File: config.mk
export PLATFORM = sky130hd
export DESIGN_NAME = timer8_waveform_mode_control
export DESIGN_NICKNAME = d
export VERILOG_FILES = /design/src/timer8_pkg.sv /design/src/timer8_waveform_mode_control.sv
export SDC_FILE = /design/constraint.sdc
export NUM_CORES = 1
export LEC_CHECK = 0
export ABC_CLOCK_PERIOD_IN_PS = 4300
export BUFFER_PORTS_ARGS = -buffer_cell sky130_fd_sc_hd__buf_2
export CAP_MARGIN = 20
export CELL_PAD_IN_SITES_DETAIL_PLACEMENT = 0
export CELL_PAD_IN_SITES_GLOBAL_PLACEMENT = 2
export CORE_ASPECT_RATIO = 0.9
export CORE_MARGIN = 1
export CORE_UTILIZATION = 34
export CTS_BUF_LIST = sky130_fd_sc_hd__clkbuf_4
export DETAILED_ROUTE_END_ITERATION = 16
export PLACE_DENSITY = 0.78
export SYNTH_ARGS = -nofsm -noshare
export SYNTH_HDL_FRONTEND = slang
export SYNTH_SLANG_ARGS = --single-unit
File: constraint.sdc
create_clock -name i_clk_sys -period 4.3 [get_ports i_clk_sys]
set_input_delay 0.215 -clock i_clk_sys [delete_from_list [all_inputs] [get_ports i_clk_sys]]
set_output_delay 0.215 -clock i_clk_sys [all_outputs]
set_load 0.03 [all_outputs]
File: src/timer8_pkg.sv
/*
 * Constants for the 8-bit timer waveform and compare-output block.
 * Assumes a 32-bit Avalon-MM slave with byte addresses, one register per word.
 */
package timer8_pkg;

	// Register byte offsets
	localparam logic [4:0] OFS_OUT_MODE  = 5'h00;
	localparam logic [4:0] OFS_CLK_MODE  = 5'h04;
	localparam logic [4:0] OFS_COUNTER   = 5'h08;
	localparam logic [4:0] OFS_CMP_A     = 5'h0C;
	localparam logic [4:0] OFS_CMP_B     = 5'h10;
	localparam logic [4:0] OFS_FLAGS     = 5'h14;
	localparam logic [4:0] OFS_PIN_CTRL  = 5'h18;

	// Field positions
	localparam int CHA_MODE_LSB  = 6;
	localparam int CHB_MODE_LSB  = 4;
	localparam int WAVE_LO_LSB   = 0;
	localparam int WAVE_HI_BIT   = 3;
	localparam int FLAG_MATCH_B  = 3;
	localparam int FLAG_MATCH_A  = 2;
	localparam int FLAG_OVF      = 1;
	localparam int PIN_DIR_A     = 0;
	localparam int PIN_DIR_B     = 1;
	localparam int PIN_PORT_A    = 4;
	localparam int PIN_PORT_B    = 5;

	// Writable masks; reserved bits read zero
	localparam logic [7:0] OUT_MODE_MASK = 8'hF3;
	localparam logic [7:0] CLK_MODE_MASK = 8'h0F;
	localparam logic [7:0] PIN_CTRL_MASK = 8'h33;

	// Reset values and counter limits
	localparam logic [7:0] REG_RESET = 8'h00;
	localparam logic [7:0] CNT_MAX   = 8'hFF;
	localparam logic [7:0] CNT_BOT   = 8'h00;

	// Output action codes
	localparam logic [1:0] ACT_OFF    = 2'b00;
	localparam logic [1:0] ACT_TOGGLE = 2'b01;
	localparam logic [1:0] ACT_CLEAR  = 2'b10;
	localparam logic [1:0] ACT_SET    = 2'b11;

	// Waveform modes, three-bit code
	typedef enum logic [2:0] {
		MODE_NORMAL  = 3'b000,
		MODE_PC_FF   = 3'b001,
		MODE_CTC     = 3'b010,
		MODE_FAST_FF = 3'b011,
		MODE_RSV4    = 3'b100,
		MODE_PC_CA   = 3'b101,
		MODE_RSV6    = 3'b110,
		MODE_FAST_CA = 3'b111
	} wave_mode_t;

endpackage : timer8_pkg

File: src/timer8_waveform_mode_control.sv
/*
 * 8-bit timer with two compare channels, waveform modes and Avalon-MM registers.
 * Assumes i_timer_tick_enable is a one-cycle pulse from a prescaler on i_clk_sys.
 */
// Local design decisions: the placing of the registers and register access over Avalon-MM.
`timescale 1ns/100ps

module timer8_waveform_mode_control
	import timer8_pkg::*;
(
	// Clock and reset
	input  wire logic        i_clk_sys,
	input  wire logic        i_nrst,
	// Prescaled tick
	input  wire logic        i_timer_tick_enable,
	// Avalon-MM slave
	input  wire logic [4:0]  i_address,
	input  wire logic        i_read,
	input  wire logic        i_write,
	input  wire logic [31:0] i_writedata,
	output logic      [31:0] o_readdata,
	output logic             o_waitrequest,
	// Pins
	output logic             o_pin_a,
	output logic             o_pin_a_oe,
	output logic             o_pin_b,
	output logic             o_pin_b_oe
);

	// Next output state for one channel on a match or at TOP
	function automatic logic chan_next(input logic cur, input logic [1:0] code,
		input logic pwm, input logic pc, input logic toggle_ok, input logic up,
		input logic match, input logic top_evt);
		logic v;
		v = cur;
		if (!pwm) begin
			if (match) begin
				case (code)
					ACT_TOGGLE: v = ~cur;
					ACT_CLEAR:  v = 1'b0;
					ACT_SET:    v = 1'b1;
					default:    v = cur;
				endcase
			end
		end else begin
			if (match) begin
				case (code)
					ACT_TOGGLE: v = toggle_ok ? ~cur : cur;
					ACT_CLEAR:  v = (pc && !up) ? 1'b1 : 1'b0;
					ACT_SET:    v = (pc && !up) ? 1'b0 : 1'b1;
					default:    v = cur;
				endcase
			end
			// TOP action matches a down-count result so both slopes stay symmetric
			if (top_evt && code[1]) begin
				v = (code == ACT_CLEAR);
			end
		end
		return v;
	endfunction : chan_next

	// Reset release
	logic rst_meta_r;
	logic rst_n_r;

	always_ff @(posedge i_clk_sys or negedge i_nrst) begin
		if (!i_nrst) begin
			rst_meta_r <= 1'b0;
			rst_n_r    <= 1'b0;
		end else begin
			rst_meta_r <= 1'b1;
			rst_n_r    <= rst_meta_r;
		end
	end

	// Register and timer state
	logic [7:0]  out_mode_r,  out_mode_nxt;
	logic [7:0]  clk_mode_r,  clk_mode_nxt;
	logic [7:0]  cnt_r,       cnt_nxt;
	logic [7:0]  cmp_buf_a_r, cmp_buf_a_nxt;
	logic [7:0]  cmp_buf_b_r, cmp_buf_b_nxt;
	logic [7:0]  cmp_act_a_r, cmp_act_a_nxt;
	logic [7:0]  cmp_act_b_r, cmp_act_b_nxt;
	logic [3:1]  flags_r,     flags_nxt;
	logic [7:0]  pin_ctrl_r,  pin_ctrl_nxt;
	logic        up_r,        up_nxt;
	logic        block_r,     block_nxt;
	logic        out_a_r,     out_a_nxt;
	logic        out_b_r,     out_b_nxt;
	logic        pin_a_r,     pin_a_nxt;
	logic        pin_b_r,     pin_b_nxt;
	logic        wait_r,      wait_nxt;
	logic [31:0] rdata_r,     rdata_nxt;

	wave_mode_t  mode;
	logic        tick;
	logic        pwm;
	logic        pc;
	logic        fast;
	logic [7:0]  top;
	logic        at_top;
	logic        match_a;
	logic        match_b;
	logic        ovf;
	logic        wr_en;
	logic [1:0]  code_a;
	logic [1:0]  code_b;

	always_comb begin
		mode   = wave_mode_t'({clk_mode_r[WAVE_HI_BIT],
			out_mode_r[WAVE_LO_LSB +: 2]});
		code_a = out_mode_r[CHA_MODE_LSB +: 2];
		code_b = out_mode_r[CHB_MODE_LSB +: 2];
		// Counting stops while the clock-select field is zero
		tick   = i_timer_tick_enable && (clk_mode_r[2:0] != 3'b000);
		pc     = (mode == MODE_PC_FF) || (mode == MODE_PC_CA);
		fast   = (mode == MODE_FAST_FF) || (mode == MODE_FAST_CA);
		pwm    = pc || fast;
		case (mode)
			MODE_CTC, MODE_PC_CA, MODE_FAST_CA: top = cmp_act_a_r;
			default:                            top = CNT_MAX;
		endcase
		at_top = tick && pwm && (cnt_r == top);
		// In PWM modes a compare register equal to TOP drops its own match when the high code bit is set
		match_a = tick && !block_r && (cnt_r == cmp_act_a_r)
			&& !(pwm && code_a[1] && (cmp_act_a_r == top));
		match_b = tick && !block_r && (cnt_r == cmp_act_b_r)
			&& !(pwm && code_b[1] && (cmp_act_b_r == top));
		case (mode)
			MODE_PC_FF, MODE_PC_CA: ovf = tick && !up_r && (cnt_r == CNT_BOT);
			MODE_FAST_CA:           ovf = tick && (cnt_r == top);
			default:                ovf = tick && (cnt_r == CNT_MAX);
		endcase
		wr_en = i_write && !wait_r;

		// Counter sequence
		up_nxt  = up_r;
		cnt_nxt = cnt_r;
		if (tick) begin
			case (mode)
				MODE_CTC, MODE_FAST_FF, MODE_FAST_CA: begin
					cnt_nxt = (cnt_r == top) ? CNT_BOT : cnt_r + 8'h01;
				end
				MODE_PC_FF, MODE_PC_CA: begin
					if (up_r && (cnt_r == top)) begin
						up_nxt  = 1'b0;
						cnt_nxt = cnt_r - 8'h01;
					end else if (!up_r && (cnt_r == CNT_BOT)) begin
						up_nxt  = 1'b1;
						cnt_nxt = cnt_r + 8'h01;
					end else begin
						cnt_nxt = up_r ? cnt_r + 8'h01 : cnt_r - 8'h01;
					end
				end
				default: cnt_nxt = cnt_r + 8'h01;
			endcase
		end
		if (!pwm) begin
			up_nxt = 1'b1;
		end

		// Compare buffers load immediately outside PWM, else at TOP
		cmp_buf_a_nxt = cmp_buf_a_r;
		cmp_buf_b_nxt = cmp_buf_b_r;
		if (wr_en && (i_address == OFS_CMP_A)) begin
			cmp_buf_a_nxt = i_writedata[7:0];
		end
		if (wr_en && (i_address == OFS_CMP_B)) begin
			cmp_buf_b_nxt = i_writedata[7:0];
		end
		cmp_act_a_nxt = cmp_act_a_r;
		cmp_act_b_nxt = cmp_act_b_r;
		if (!pwm || at_top) begin
			cmp_act_a_nxt = pwm ? cmp_buf_a_r : cmp_buf_a_nxt;
			cmp_act_b_nxt = pwm ? cmp_buf_b_r : cmp_buf_b_nxt;
		end

		// Output waveforms
		// Phase correct acts at TOP only when the compare value sits at TOP
		out_a_nxt = chan_next(out_a_r, code_a, pwm, pc, clk_mode_r[WAVE_HI_BIT], up_r,
			match_a, at_top && (fast || (cmp_act_a_r == top)));
		out_b_nxt = chan_next(out_b_r, code_b, pwm, pc, 1'b0, up_r,
			match_b, at_top && (fast || (cmp_act_b_r == top)));

		// Control registers
		out_mode_nxt = out_mode_r;
		clk_mode_nxt = clk_mode_r;
		pin_ctrl_nxt = pin_ctrl_r;
		block_nxt    = block_r && !tick;
		if (wr_en) begin
			case (i_address)
				OFS_OUT_MODE: out_mode_nxt = i_writedata[7:0] & OUT_MODE_MASK;
				OFS_CLK_MODE: clk_mode_nxt = i_writedata[7:0] & CLK_MODE_MASK;
				OFS_PIN_CTRL: pin_ctrl_nxt = i_writedata[7:0] & PIN_CTRL_MASK;
				OFS_COUNTER: begin
					// A counter write wins over counting and masks any match on the next tick
					cnt_nxt   = i_writedata[7:0];
					block_nxt = 1'b1;
				end
				default: ;
			endcase
		end

		// Flags: hardware set wins over write-one clear
		flags_nxt = flags_r;
		if (wr_en && (i_address == OFS_FLAGS)) begin
			flags_nxt = flags_r & ~i_writedata[3:1];
		end
		flags_nxt[FLAG_OVF]     = flags_nxt[FLAG_OVF] | ovf;
		flags_nxt[FLAG_MATCH_A] = flags_nxt[FLAG_MATCH_A] | match_a;
		flags_nxt[FLAG_MATCH_B] = flags_nxt[FLAG_MATCH_B] | match_b;

		// Pins: compare output takes over when its mode field is nonzero
		pin_a_nxt = (out_mode_nxt[CHA_MODE_LSB +: 2] != ACT_OFF) ?
			out_a_nxt : pin_ctrl_nxt[PIN_PORT_A];
		pin_b_nxt = (out_mode_nxt[CHB_MODE_LSB +: 2] != ACT_OFF) ?
			out_b_nxt : pin_ctrl_nxt[PIN_PORT_B];

		// Bus: answer one cycle after the request, then accept it
		wait_nxt  = 1'b1;
		rdata_nxt = rdata_r;
		if ((i_read || i_write) && wait_r) begin
			wait_nxt  = 1'b0;
			if (i_read) begin
				// Read data holds between reads; a write leaves it alone
				rdata_nxt = 32'h0000_0000;
				case (i_address)
					OFS_OUT_MODE: rdata_nxt[7:0] = out_mode_r;
					OFS_CLK_MODE: rdata_nxt[7:0] = clk_mode_r;
					OFS_COUNTER:  rdata_nxt[7:0] = cnt_r;
					OFS_CMP_A:    rdata_nxt[7:0] = cmp_buf_a_r;
					OFS_CMP_B:    rdata_nxt[7:0] = cmp_buf_b_r;
					OFS_FLAGS:    rdata_nxt[3:1] = flags_r;
					OFS_PIN_CTRL: rdata_nxt[7:0] = pin_ctrl_r;
					default:      rdata_nxt      = 32'h0000_0000;
				endcase
			end
		end
	end

	always_ff @(posedge i_clk_sys or negedge rst_n_r) begin
		if (!rst_n_r) begin
			out_mode_r  <= REG_RESET;
			clk_mode_r  <= REG_RESET;
			cnt_r       <= REG_RESET;
			cmp_buf_a_r <= REG_RESET;
			cmp_buf_b_r <= REG_RESET;
			cmp_act_a_r <= REG_RESET;
			cmp_act_b_r <= REG_RESET;
			flags_r     <= 3'b000;
			pin_ctrl_r  <= REG_RESET;
			up_r        <= 1'b1;
			block_r     <= 1'b0;
			out_a_r     <= 1'b0;
			out_b_r     <= 1'b0;
			pin_a_r     <= 1'b0;
			pin_b_r     <= 1'b0;
			wait_r      <= 1'b1;
			rdata_r     <= 32'h0000_0000;
		end else begin
			out_mode_r  <= out_mode_nxt;
			clk_mode_r  <= clk_mode_nxt;
			cnt_r       <= cnt_nxt;
			cmp_buf_a_r <= cmp_buf_a_nxt;
			cmp_buf_b_r <= cmp_buf_b_nxt;
			cmp_act_a_r <= cmp_act_a_nxt;
			cmp_act_b_r <= cmp_act_b_nxt;
			flags_r     <= flags_nxt;
			pin_ctrl_r  <= pin_ctrl_nxt;
			up_r        <= up_nxt;
			block_r     <= block_nxt;
			out_a_r     <= out_a_nxt;
			out_b_r     <= out_b_nxt;
			pin_a_r     <= pin_a_nxt;
			pin_b_r     <= pin_b_nxt;
			wait_r      <= wait_nxt;
			rdata_r     <= rdata_nxt;
		end
	end

	assign o_readdata    = rdata_r;
	assign o_waitrequest = wait_r;
	assign o_pin_a       = pin_a_r;
	assign o_pin_b       = pin_b_r;
	// Driver follows the direction bit only
	assign o_pin_a_oe    = pin_ctrl_r[PIN_DIR_A];
	assign o_pin_b_oe    = pin_ctrl_r[PIN_DIR_B];

endmodule : timer8_waveform_mode_control

==> flow_summary.toml, run 1 <==
[status]
outcome = "complete, no violations"

[sta]
max_freq_mhz = 296
setup_violations = 0
worst_pin_slew_ns = 0.982
rsz0062_at_grt = "false"
hold_viol_final = 0
clock-skew-final_ns = 0.0227
drv_slew = 0
final.setup.tns_ns = 0
post-route-period-util_pct = 78.5
slew_headroom_pct = 34.4
layout_min_cycle_time_ns = 3.37

[floorplan]
start_util_pct = 35.3
rows = 40
die_y_um = 114
die_x_um = 127
dieArea_um2 = 14500
ioPinCount = 79
coreArea_um2 = 13500

[synthesis]
synth_fa_ha_area_share_pct = 0.788
synth-async-reset-ratio_pct = 100
ys_dominant_reg_cell = "dfrtp_1"
synth_cell_types = 71
postSynthAreaPerCell_um2 = 9.20
ys_warn_count = 0
synth-xor-area-share_pct = 4.96
synth_top_family_by_area = "compound AO/OA/AOI/OAI gates"
ys_seq_area_share_pct = 38.9
ys_ff_latch = 74
netlist_instances = 518
synthSimpleGateAreaFrac_pct = 16.1
synth_edf_count = 0
synth_mux_area_share_pct = 7.46
synth_compound_area_share_pct = 22.9
synth_area_um2 = 4770

[grt]
grt-ovfl-total = 0
grt_pass1_vias = 3914
grt_pass1_wl_um = 22900
grt_max_degree = 53
antenna_found_initial = 1
grt_usage_pct = 21.1

[setup_path]
cp.arrival_ns = 3.75
endpoint_kind = "flop"
cp.required_ns = 4.67
reg2regPathDepth = 8
r2r_setup_slack_ns = 0.93
r2r-end = "cnt_r[2]"
reg2reg_from = "out_mode_r[0]"
worstPathMaxFanout = 12
critical_path.startpoint_type = "flop"
crit_type = "flop to flop"

[clocking]
cts_buffers = 9
cts_resized = 0
insertion_delay_ns = 0.44
clkSinkCount = 74
clkSlewWorstSetupHoldPaths_ns = 0.14
cts_buffer_depth = 2
h-tree-depth = 3
clock-root-buffer = "clkbuf_4"
cts_tree = "built"
cts_setup_buffers = 0

[route]
drcViolationCount = 0
dr.first_iter.drc_count = 312
drt_wl_total_um = 14600
dr.pass1.iters = 5
drtAntennaViolNets = 0
wl_per_cell_um = 20.6
num_vias = 4093
vias_per_cell = 5.76

[cells_and_area]
drive_gt1_share_pct = 17.7
final_util_pct = 37.9
seq_area_um2 = 1860
nFillCells = 1363
nets = 581
multi_input_area_um2 = 2580
area_growth_syn_to_layout_pct = 7.35
instances_no_fill = 710

[min_path]
min-delay-start = "i_writedata[7]"
whs_path_depth = 2
hold_class = "input port to flop"
holdPathEnd = "cmp_buf_a_r[7]"

[pwr]
pwr-share-seq_pct = 48.2
total_power_mw = 2.23
p_sw_share_pct = 43.9
leakagePower_nw = 2.21
ir_drop_mv = 0.210
p_sw_mw = 0.978
comb_power_share_pct = 34.1
p_int_mw = 1.25
p_clk_share_pct = 17.7
p_per_area_nw_per_um2 = 435

[placed_design]
io_buffer_count = 30
dp_hpwl_um = 10500
gp_congestion = 0.806
dp.cells = 690

[run]
drv_cap = 0
[kinds of logic (layout without fill, tap and decap cells)]
kind of cell	after synthesis	after routing
simple gates	155	155
compound gates	143	143
buf+inv	82	82
flops	74	74
mux	32	32
xor+xnor	27	27
fa+ha+maj	3	3
other cells	2	26
[worst max-delay path, stage by stage, from the launching register on]
cell      delay (ns)
dfrtp_1         0.53
or3b_1          0.60
a211oi_1        0.30
o221ai_1        0.14
or4_4           0.56
o31ai_4         0.57
a22oi_1         0.12
or3_1           0.34
a31oi_1         0.17
[worst max-delay path by stage]
stage,depth (start not counted),slack (ns),end,start
global route,8,0.78,cnt_r[2],out_mode_r[0]
global placement,8,1.00,cnt_r[2],out_mode_r[0]
finish,8,0.93,cnt_r[2],out_mode_r[0]
CTS,8,0.97,cnt_r[2],out_mode_r[0]
detailed placement,8,0.98,cnt_r[2],out_mode_r[0]
floorplan,10,1.49,cnt_r[3],clk_mode_r[3]
[sequential cells by signal, indices dropped and copies added (netlist names), 3 cells and up]
| signal | count |
|---|---|
| clk_mode_r | 4 |
| cmp_act_a_r | 8 |
| cmp_act_b_r | 8 |
| cmp_buf_a_r | 8 |
| cmp_buf_b_r | 8 |
| cnt_r | 8 |
| flags_r | 3 |
| o_readdata | 8 |
| out_mode_r | 6 |
| pin_ctrl_r | 4 |
[power by group through the flow]
stage          sequential, mW  clock [mW]  combinational (mW)
2_1_floorplan           0.929           0               0.663
3_3_place_gp             1.08           0               0.733
3_5_place_dp             1.08           0               0.742
4_1_cts                  1.07       0.405               0.750
5_1_grt                  1.09       0.434               0.842
6_report                 1.07       0.395               0.759
[placed cells by master, fill, tap and decap left out, types with 4 or more instances in the layout]
cell,count
xnor2_1,13
o31ai_1,5
a211oi_1,4
a22o_1,7
nor3_1,8
a21oi_1,18
a31oi_1,7
a221o_1,13
nor2_1,40
mux2_2,28
nor4_1,4
o22ai_1,7
inv_1,20
o21ai_0,23
a22oi_1,9
a21o_1,6
conb_1,25
dfrtp_1,71
clkbuf_4,10
nand3_1,14
a221oi_1,4
xor2_1,14
o211ai_1,7
buf_4,12
nand2_1,45
o2111ai_1,4
buf_2,30
and2_1,14
a222oi_1,5
nand4_1,9
mux2i_1,4
[per-stage QoR]
stage | worst slack [ns] | cell area (um^2) | hold WS (ns)
after floorplan | 1.49 | 4850 | -0.0806
after global placement | 1.00 | 4970 | 0.000346
after detailed placement | 0.977 | 4970 | 0.00238
after CTS | 0.967 | 5110 | 0.0228
after global routing | 0.776 | 5110 | 0.0104
final | 0.925 | 5120 | 0.0353
[cell usage after synthesis, drive strengths merged, types with 5 or more instances]
cell,n,area (um^2)
xnor2,13,114
dfrtp,72,1800
clkbuf,29,109
a221oi,5,50.0
o211ai,7,52.6
a21o,6,45.0
inv,20,75.1
a222oi,5,50.1
o31ai,6,58.8
nand4,9,56.3
o21ai,24,120
a22oi,9,67.6
mux2,28,315
nor3,8,40.0
a22o,7,61.3
a221o,13,130
nor2,40,150
o22ai,7,43.8
nand2,45,169
nand3,14,70.1
buf,32,229
a31oi,7,43.8
a21oi,19,98.9
and2,15,93.8
xor2,14,123
[layer usage]
layer	global-route usage (%)	part of all wire [%]	up-vias
li1	-	-	1901
met1	29.7	47	2020
met2	32.2	45	150
met3	4.44	6.2	22
met4	6.67	1.4	0
met5	0	0	-
[cell type report]
cell class,instances,area share (%)
multi-input cells,385,50.5
flip-flops and latches,74,36.3
repair buffers,45,5.28
well taps,168,4.11
inverters,21,1.54
clock buffers,10,1.47
clock inverters,6,0.831
diodes,1,0.0489
[timing repair]
item,CTS,global route
endpoints found under the hold margin,3,0
hold buffers,3,0
setup endpoints to repair,0,0
Note: power is estimated with default switching activity, not from simulation.
==> inputs of run 2 (changes only) <==
Settings changed: ABC_CLOCK_PERIOD_IN_PS 4300 to 3060, CORE_UTILIZATION 34 to 32, PLACE_DENSITY 0.78 to 0.77.
Clock period 4.3 ns to 3.06 ns, I/O delays scaled along.
==> run 2 against run 1 <==
  * Routed wire length is 6.3% higher
  * Count of clock-buffer cells in the layout is 1 lower
  * Sequential power is 29% higher
  * Total power is 55% higher
  * Final area is 7.9% higher
  * Worst hold slack worse by 0.0010 ns
  * Clock skew is 0.0048 ns lower
  * Cell count is 9.0% higher
  * Critical path depth stayed put
  * Worst setup slack worse by 0.83 ns
  * First-iteration DRC count is 24% higher
  * Critical endpoint is now cnt_r[3]
  * Largest power group is now combinational logic
==> flow_summary.toml, run 2 (same netlist as run 1, synthesis figures left out) <==
[clocking]
clkSlewWorstSetupHoldPaths_ns = 0.14
clock-root-buffer = "clkbuf_4"
cts_buffers = 9
insertion_delay_ns = 0.46
cts_tree = "built"
h-tree-depth = 3
clkSinkCount = 74
cts_buffer_depth = 2

[setup_path]
reg2reg_from = "out_mode_r[0]"
worstPathMaxFanout = 8
cp.required_ns = 3.42
worst-path-buf-inv = 0
critical_path.startpoint_type = "flop"
critPathTopFamily = "compound AO/OA/AOI/OAI gates"
r2r-end = "cnt_r[3]"
endpoint_kind = "flop"
r2r_setup_slack_ns = 0.1
cp_common_cell = "o31a_1"
crit_chain = "or3b_4, a211oi_2, o221ai_2, or4_4, o31a_1, a221oi_2, a21oi_1, o31a_1"
cp.arrival_ns = 3.33
slowest_stage = "or4_4"
cp_slowest_stage_delay_ns = 0.53
reg2regPathDepth = 8
crit_type = "flop to flop"

[sta]
rsz0062_at_grt = "true"
final.setup.tns_ns = 0
drv_slew = 0
hold_viol_final = 0
hold_ws_ns = 0.0343
slew_headroom_pct = 35.0
max_freq_mhz = 338
layout_min_cycle_time_ns = 2.96
clock-skew-final_ns = 0.0179
worst_pin_slew_ns = 0.975
post-route-period-util_pct = 96.8
setup_violations = 0

[cells_and_area]
diodes = 0
drive_gt1_share_pct = 24.1
area_growth_syn_to_layout_pct = 15.8
layout_commonest_cell = "dfrtp_1"
nets = 621
fin_area_um2 = 5520
final_cell_mix = "dfrtp_1 (69), buf_4 (47), nand2_1 (44)"

[grt]
antenna_found_initial = 0
grt_usage_pct = 21.1
grt-ovfl-total = 0
grt_pass1_wl_um = 24100
grt_pass1_vias = 4046
grt_max_degree = 73

[route]
vias_per_cell = 5.57
wl_per_cell_um = 20.1
drcViolationCount = 0
drt_wl_total_um = 15600
drtAntennaViolNets = 0
num_vias = 4314
dr.first_iter.drc_count = 386
dr.pass1.iters = 5

[placed_design]
place_area_um2 = 5250
gp_congestion = 0.888
io_buffer_count = 30
dp_hpwl_um = 11400

[pwr]
leakagePower_nw = 2.41
ir_drop_mv = 0.307
p_per_area_nw_per_um2 = 627

[floorplan]
coreArea_um2 = 14300
die_y_um = 118
rows = 41
ioPinCount = 79
start_util_pct = 33.4
dieArea_um2 = 15400
die_x_um = 131

[min_path]
holdPathEnd = "o_readdata[1]"
min-delay-start = "i_address[4]"
whs_path_depth = 3
hold_class = "input port to flop"

[status]
outcome = "complete, no violations"

[run]
drv_cap = 0
-- run 2: changes by cell type in the layout (fill, tap and decap cells not counted), sizes merged --
cell         previous run  this run
clkbuf                 10         9
dlygate4sd3             3         7
clkinv                  4         3
bufinv                  0         1
buf                    42        77
inv                    21        22
or4                     3         4
diode                   1         0
-- run 2: stage by stage --
stage	setup WS [ns]	power [mW]	instances	util (%)
final	0.0974	3.46	774	38.7
after global routing	-0.0296	3.65	774	38.7
after CTS	0.0179	3.40	771	38.3
after detailed placement	0.0450	2.73	748	36.8
after global placement	0.0668	2.71	748	36.8
after floorplan	0.254	2.24	541	-
-- run 2: metal layers --
| layer | share of wire (%) | GRT usage [%] | vias to the layer above |
|---|---|---|---|
| li1 | - | - | 1982 |
| met1 | 48 | 30.6 | 2165 |
| met2 | 45 | 31.2 | 143 |
| met3 | 4.7 | 3.45 | 22 |
| met4 | 2.0 | 7.26 | 2 |
| met5 | 0.44 | 3.46 | - |
-- run 2: worst register-to-register path: stages, from the launching register on --
cell and delay [ns]:
dfrtp_1 0.45, or3b_4 0.47, a211oi_2 0.26, o221ai_2 0.15, or4_4 0.53, o31a_1 0.44
a221oi_2 0.28, a21oi_1 0.06, o31a_1 0.23
-- run 2: what timing repair did --
item	4_1_cts	5_1_grt
resized for setup	0	11
buffers inserted	0	2
endpoints found under the hold margin	6	0
setup endpoints to repair	0	21
hold buffers	7	0
-- run 2: cell type report --
| cell class | instances | area (um^2) |
|---|---|---|
| clock buffers | 9 | 67.6 |
| clock inverters | 7 | 76.3 |
| fillers | 1505 | 8740 |
| inverters | 21 | 78.8 |
| multi-input cells | 386 | 2620 |
| flip-flops and latches | 74 | 1860 |
| well taps | 193 | 241 |
| repair buffers | 84 | 573 |
-- run 2: how the worst max path moves through the flow --
stage | end | cells after the start | slack, ns | startpoint
after floorplan | cnt_r[3] | 10 | 0.25 | clk_mode_r[3]
after global placement | cnt_r[3] | 8 | 0.07 | clk_mode_r[3]
after detailed placement | cnt_r[3] | 8 | 0.05 | clk_mode_r[3]
after CTS | cmp_act_b_r[6] | 7 | 0.02 | clk_mode_r[3]
after global routing | cnt_r[2] | 9 | -0.03 | cnt_r[2]
final | cnt_r[3] | 8 | 0.1 | out_mode_r[0]
-- run 2: report_power, final --
part	leakage (nW)	total, mW	internal (mW)	switching (mW)
Clock	0.0729	0.666	0.254	0.412
Combinational	1.38	1.41	0.582	0.828
Sequential	0.963	1.38	1.14	0.240
==> inputs of run 3 (changes only) <==
Settings changed: REMOVE_ABC_BUFFERS set to 1.
==> run 3 against run 2 <==
  * Final area fell by 0.61%
  * Routed wire length rose by 2.5%
  * Register-to-register slack barely moved
  * Non-clock buffer count fell by 2
  * Sequential power barely moved
  * Largest power group unchanged
  * Highest routed layer is now met4
==> flow_summary.toml, run 3 (same netlist as run 1, synthesis figures left out) <==
[cells_and_area]
drive_gt1_share_pct = 24.0
final_cell_mix = "dfrtp_1 (71), buf_4 (46), nand2_1 (44)"
area_growth_syn_to_layout_pct = 15.1
nFillCells = 1455
fin_area_um2 = 5490
nets = 619
instances_no_fill = 773
final_util_pct = 38.5
layout_commonest_cell = "dfrtp_1"

[sta]
max_freq_mhz = 337
setup_violations = 0
final.setup.tns_ns = 0
drv_slew = 0
clock-skew-final_ns = 0.0270
layout_min_cycle_time_ns = 2.97
rsz0062_at_grt = "true"
hold_viol_final = 0
worst_pin_slew_ns = 0.670
slew_headroom_pct = 55.3
post-route-period-util_pct = 97.1

[route]
drt_wl_total_um = 16000
vias_per_cell = 5.58
drcViolationCount = 0
dr.pass1.iters = 6
dr.first_iter.drc_count = 408
drtAntennaViolNets = 0
wl_per_cell_um = 20.7
num_vias = 4315

[clocking]
clkSinkCount = 74
cts_buffer_depth = 2
h-tree-depth = 3
clkSlewWorstSetupHoldPaths_ns = 0.14
clock-root-buffer = "clkbuf_4"
insertion_delay_ns = 0.44
cts_tree = "built"
cts_buffers = 9

[setup_path]
cp.required_ns = 3.36
endpoint_kind = "flop"
critical_path.startpoint_type = "flop"
crit_type = "flop to flop"
crit_chain = "or3b_4, a211oi_2, o221ai_2, or4_4, o31a_4, buf_4, a22oi_1, or3_1, a31oi_1"
critPathTopFamily = "compound AO/OA/AOI/OAI gates"
cp.arrival_ns = 3.27
slowest_stage = "or4_4"
cp_slowest_stage_delay_ns = 0.54
worstPathMaxFanout = 8
worst-path-buf-inv = 1

[floorplan]
die_y_um = 118
rows = 41
dieArea_um2 = 15400
die_x_um = 131
ioPinCount = 79
start_util_pct = 33.4
coreArea_um2 = 14300

[grt]
antenna_found_initial = 1
grt_pass1_wl_um = 24600
grt_max_degree = 49
grt-ovfl-total = 0
grt_usage_pct = 21.6
grt_pass1_vias = 4136

[pwr]
p_clk_share_pct = 16.4
leakagePower_nw = 2.44
p_per_area_nw_per_um2 = 613
pwr-share-seq_pct = 41.1
comb_power_share_pct = 42.5
p_int_mw = 1.89
p_sw_mw = 1.47
p_sw_share_pct = 43.7
ir_drop_mv = 0.297

[run]
drv_cap = 0

[placed_design]
dp_hpwl_um = 11600
dp.cells = 747
io_buffer_count = 30
place_area_um2 = 5250
gp_congestion = 0.909

[status]
outcome = "complete, no violations"

[min_path]
hold_class = "input port to flop"
-- run 3: cell types whose count changed in the layout (fill, tap and decap cells not counted), moves of 2 or more --
cell,previous run,this run
clkinvlp_4,2,0
dlygate4sd3_1,7,5
dfrtp_1,69,71
clkbuf_4,9,11
-- run 3: path summary, 6_finish.rpt --
check | slack, ns | to | start | cells past startpoint
min | 0.03 | cnt_r[6] | i_writedata[6] | 3
max in group asynchronous | 2.04 | up_r | rst_n_r | 1
min reg2reg | 0.28 | o_readdata[0] | rst_n_r | 0
max | 0.09 | cnt_r[2] | out_mode_r[0] | 9
min in group asynchronous | 0.28 | o_readdata[0] | rst_n_r | 0
max reg2reg | 0.09 | cnt_r[2] | out_mode_r[0] | 9
-- run 3: layer usage --
metal	global-route usage, %	wire (um)
met1	31.7	7370
met2	32.3	7380
met3	3.36	961
met4	6.61	268
met5	0	0
-- run 3: metrics by stage --
stage | hold WS [ns] | power, mW | worst slack (ns)
after global placement | -0.0611 | 2.72 | 0.127
after CTS | 0.0248 | 3.29 | 0.0912
final | 0.0293 | 3.36 | 0.0890
after detailed placement | -0.0575 | 2.74 | 0.121
after floorplan | -0.143 | 2.15 | -0.0920
after global routing | 0.0244 | 3.56 | -0.0265
-- run 3: cell type report --
type	instances	area, um^2	share of cell area [%]
multi-input combinational	386	2630	47.9
sequential	74	1860	33.8
timing repair buffer	82	566	10.3
tap	193	241	4.40
clock buffer	11	82.6	1.51
inverter	21	78.8	1.44
clock inverter	5	31.3	0.570
antenna	1	2.50	0.0456
-- run 3: power by group through the flow --
stage / registers (mW) / clock network (mW) / logic, mW
after floorplan: 1.45 / 0 / 0.705
after global placement: 1.39 / 0 / 1.33
after detailed placement: 1.40 / 0 / 1.34
after CTS: 1.38 / 0.560 / 1.36
after global routing: 1.41 / 0.611 / 1.54
final: 1.38 / 0.551 / 1.43
-- run 3: what timing repair did --
| item | CTS | global route |
|---|---|---|
| endpoints found under the hold margin | 4 | 0 |
| setup buffers | 0 | 3 |
| setup endpoints to repair | 0 | 18 |
| gates resized for setup | 0 | 10 |
| hold buffers | 5 | 0 |
-- run 3: worst min-delay path, delay by kind of cell --
| kind | cells | cell delay (ns) |
|---|---|---|
| buffers and inverters | 1 | 0.15 |
| and+or+nand+nor | 1 | 0.11 |
| AOI/OAI and AO/OA | 1 | 0.04 |
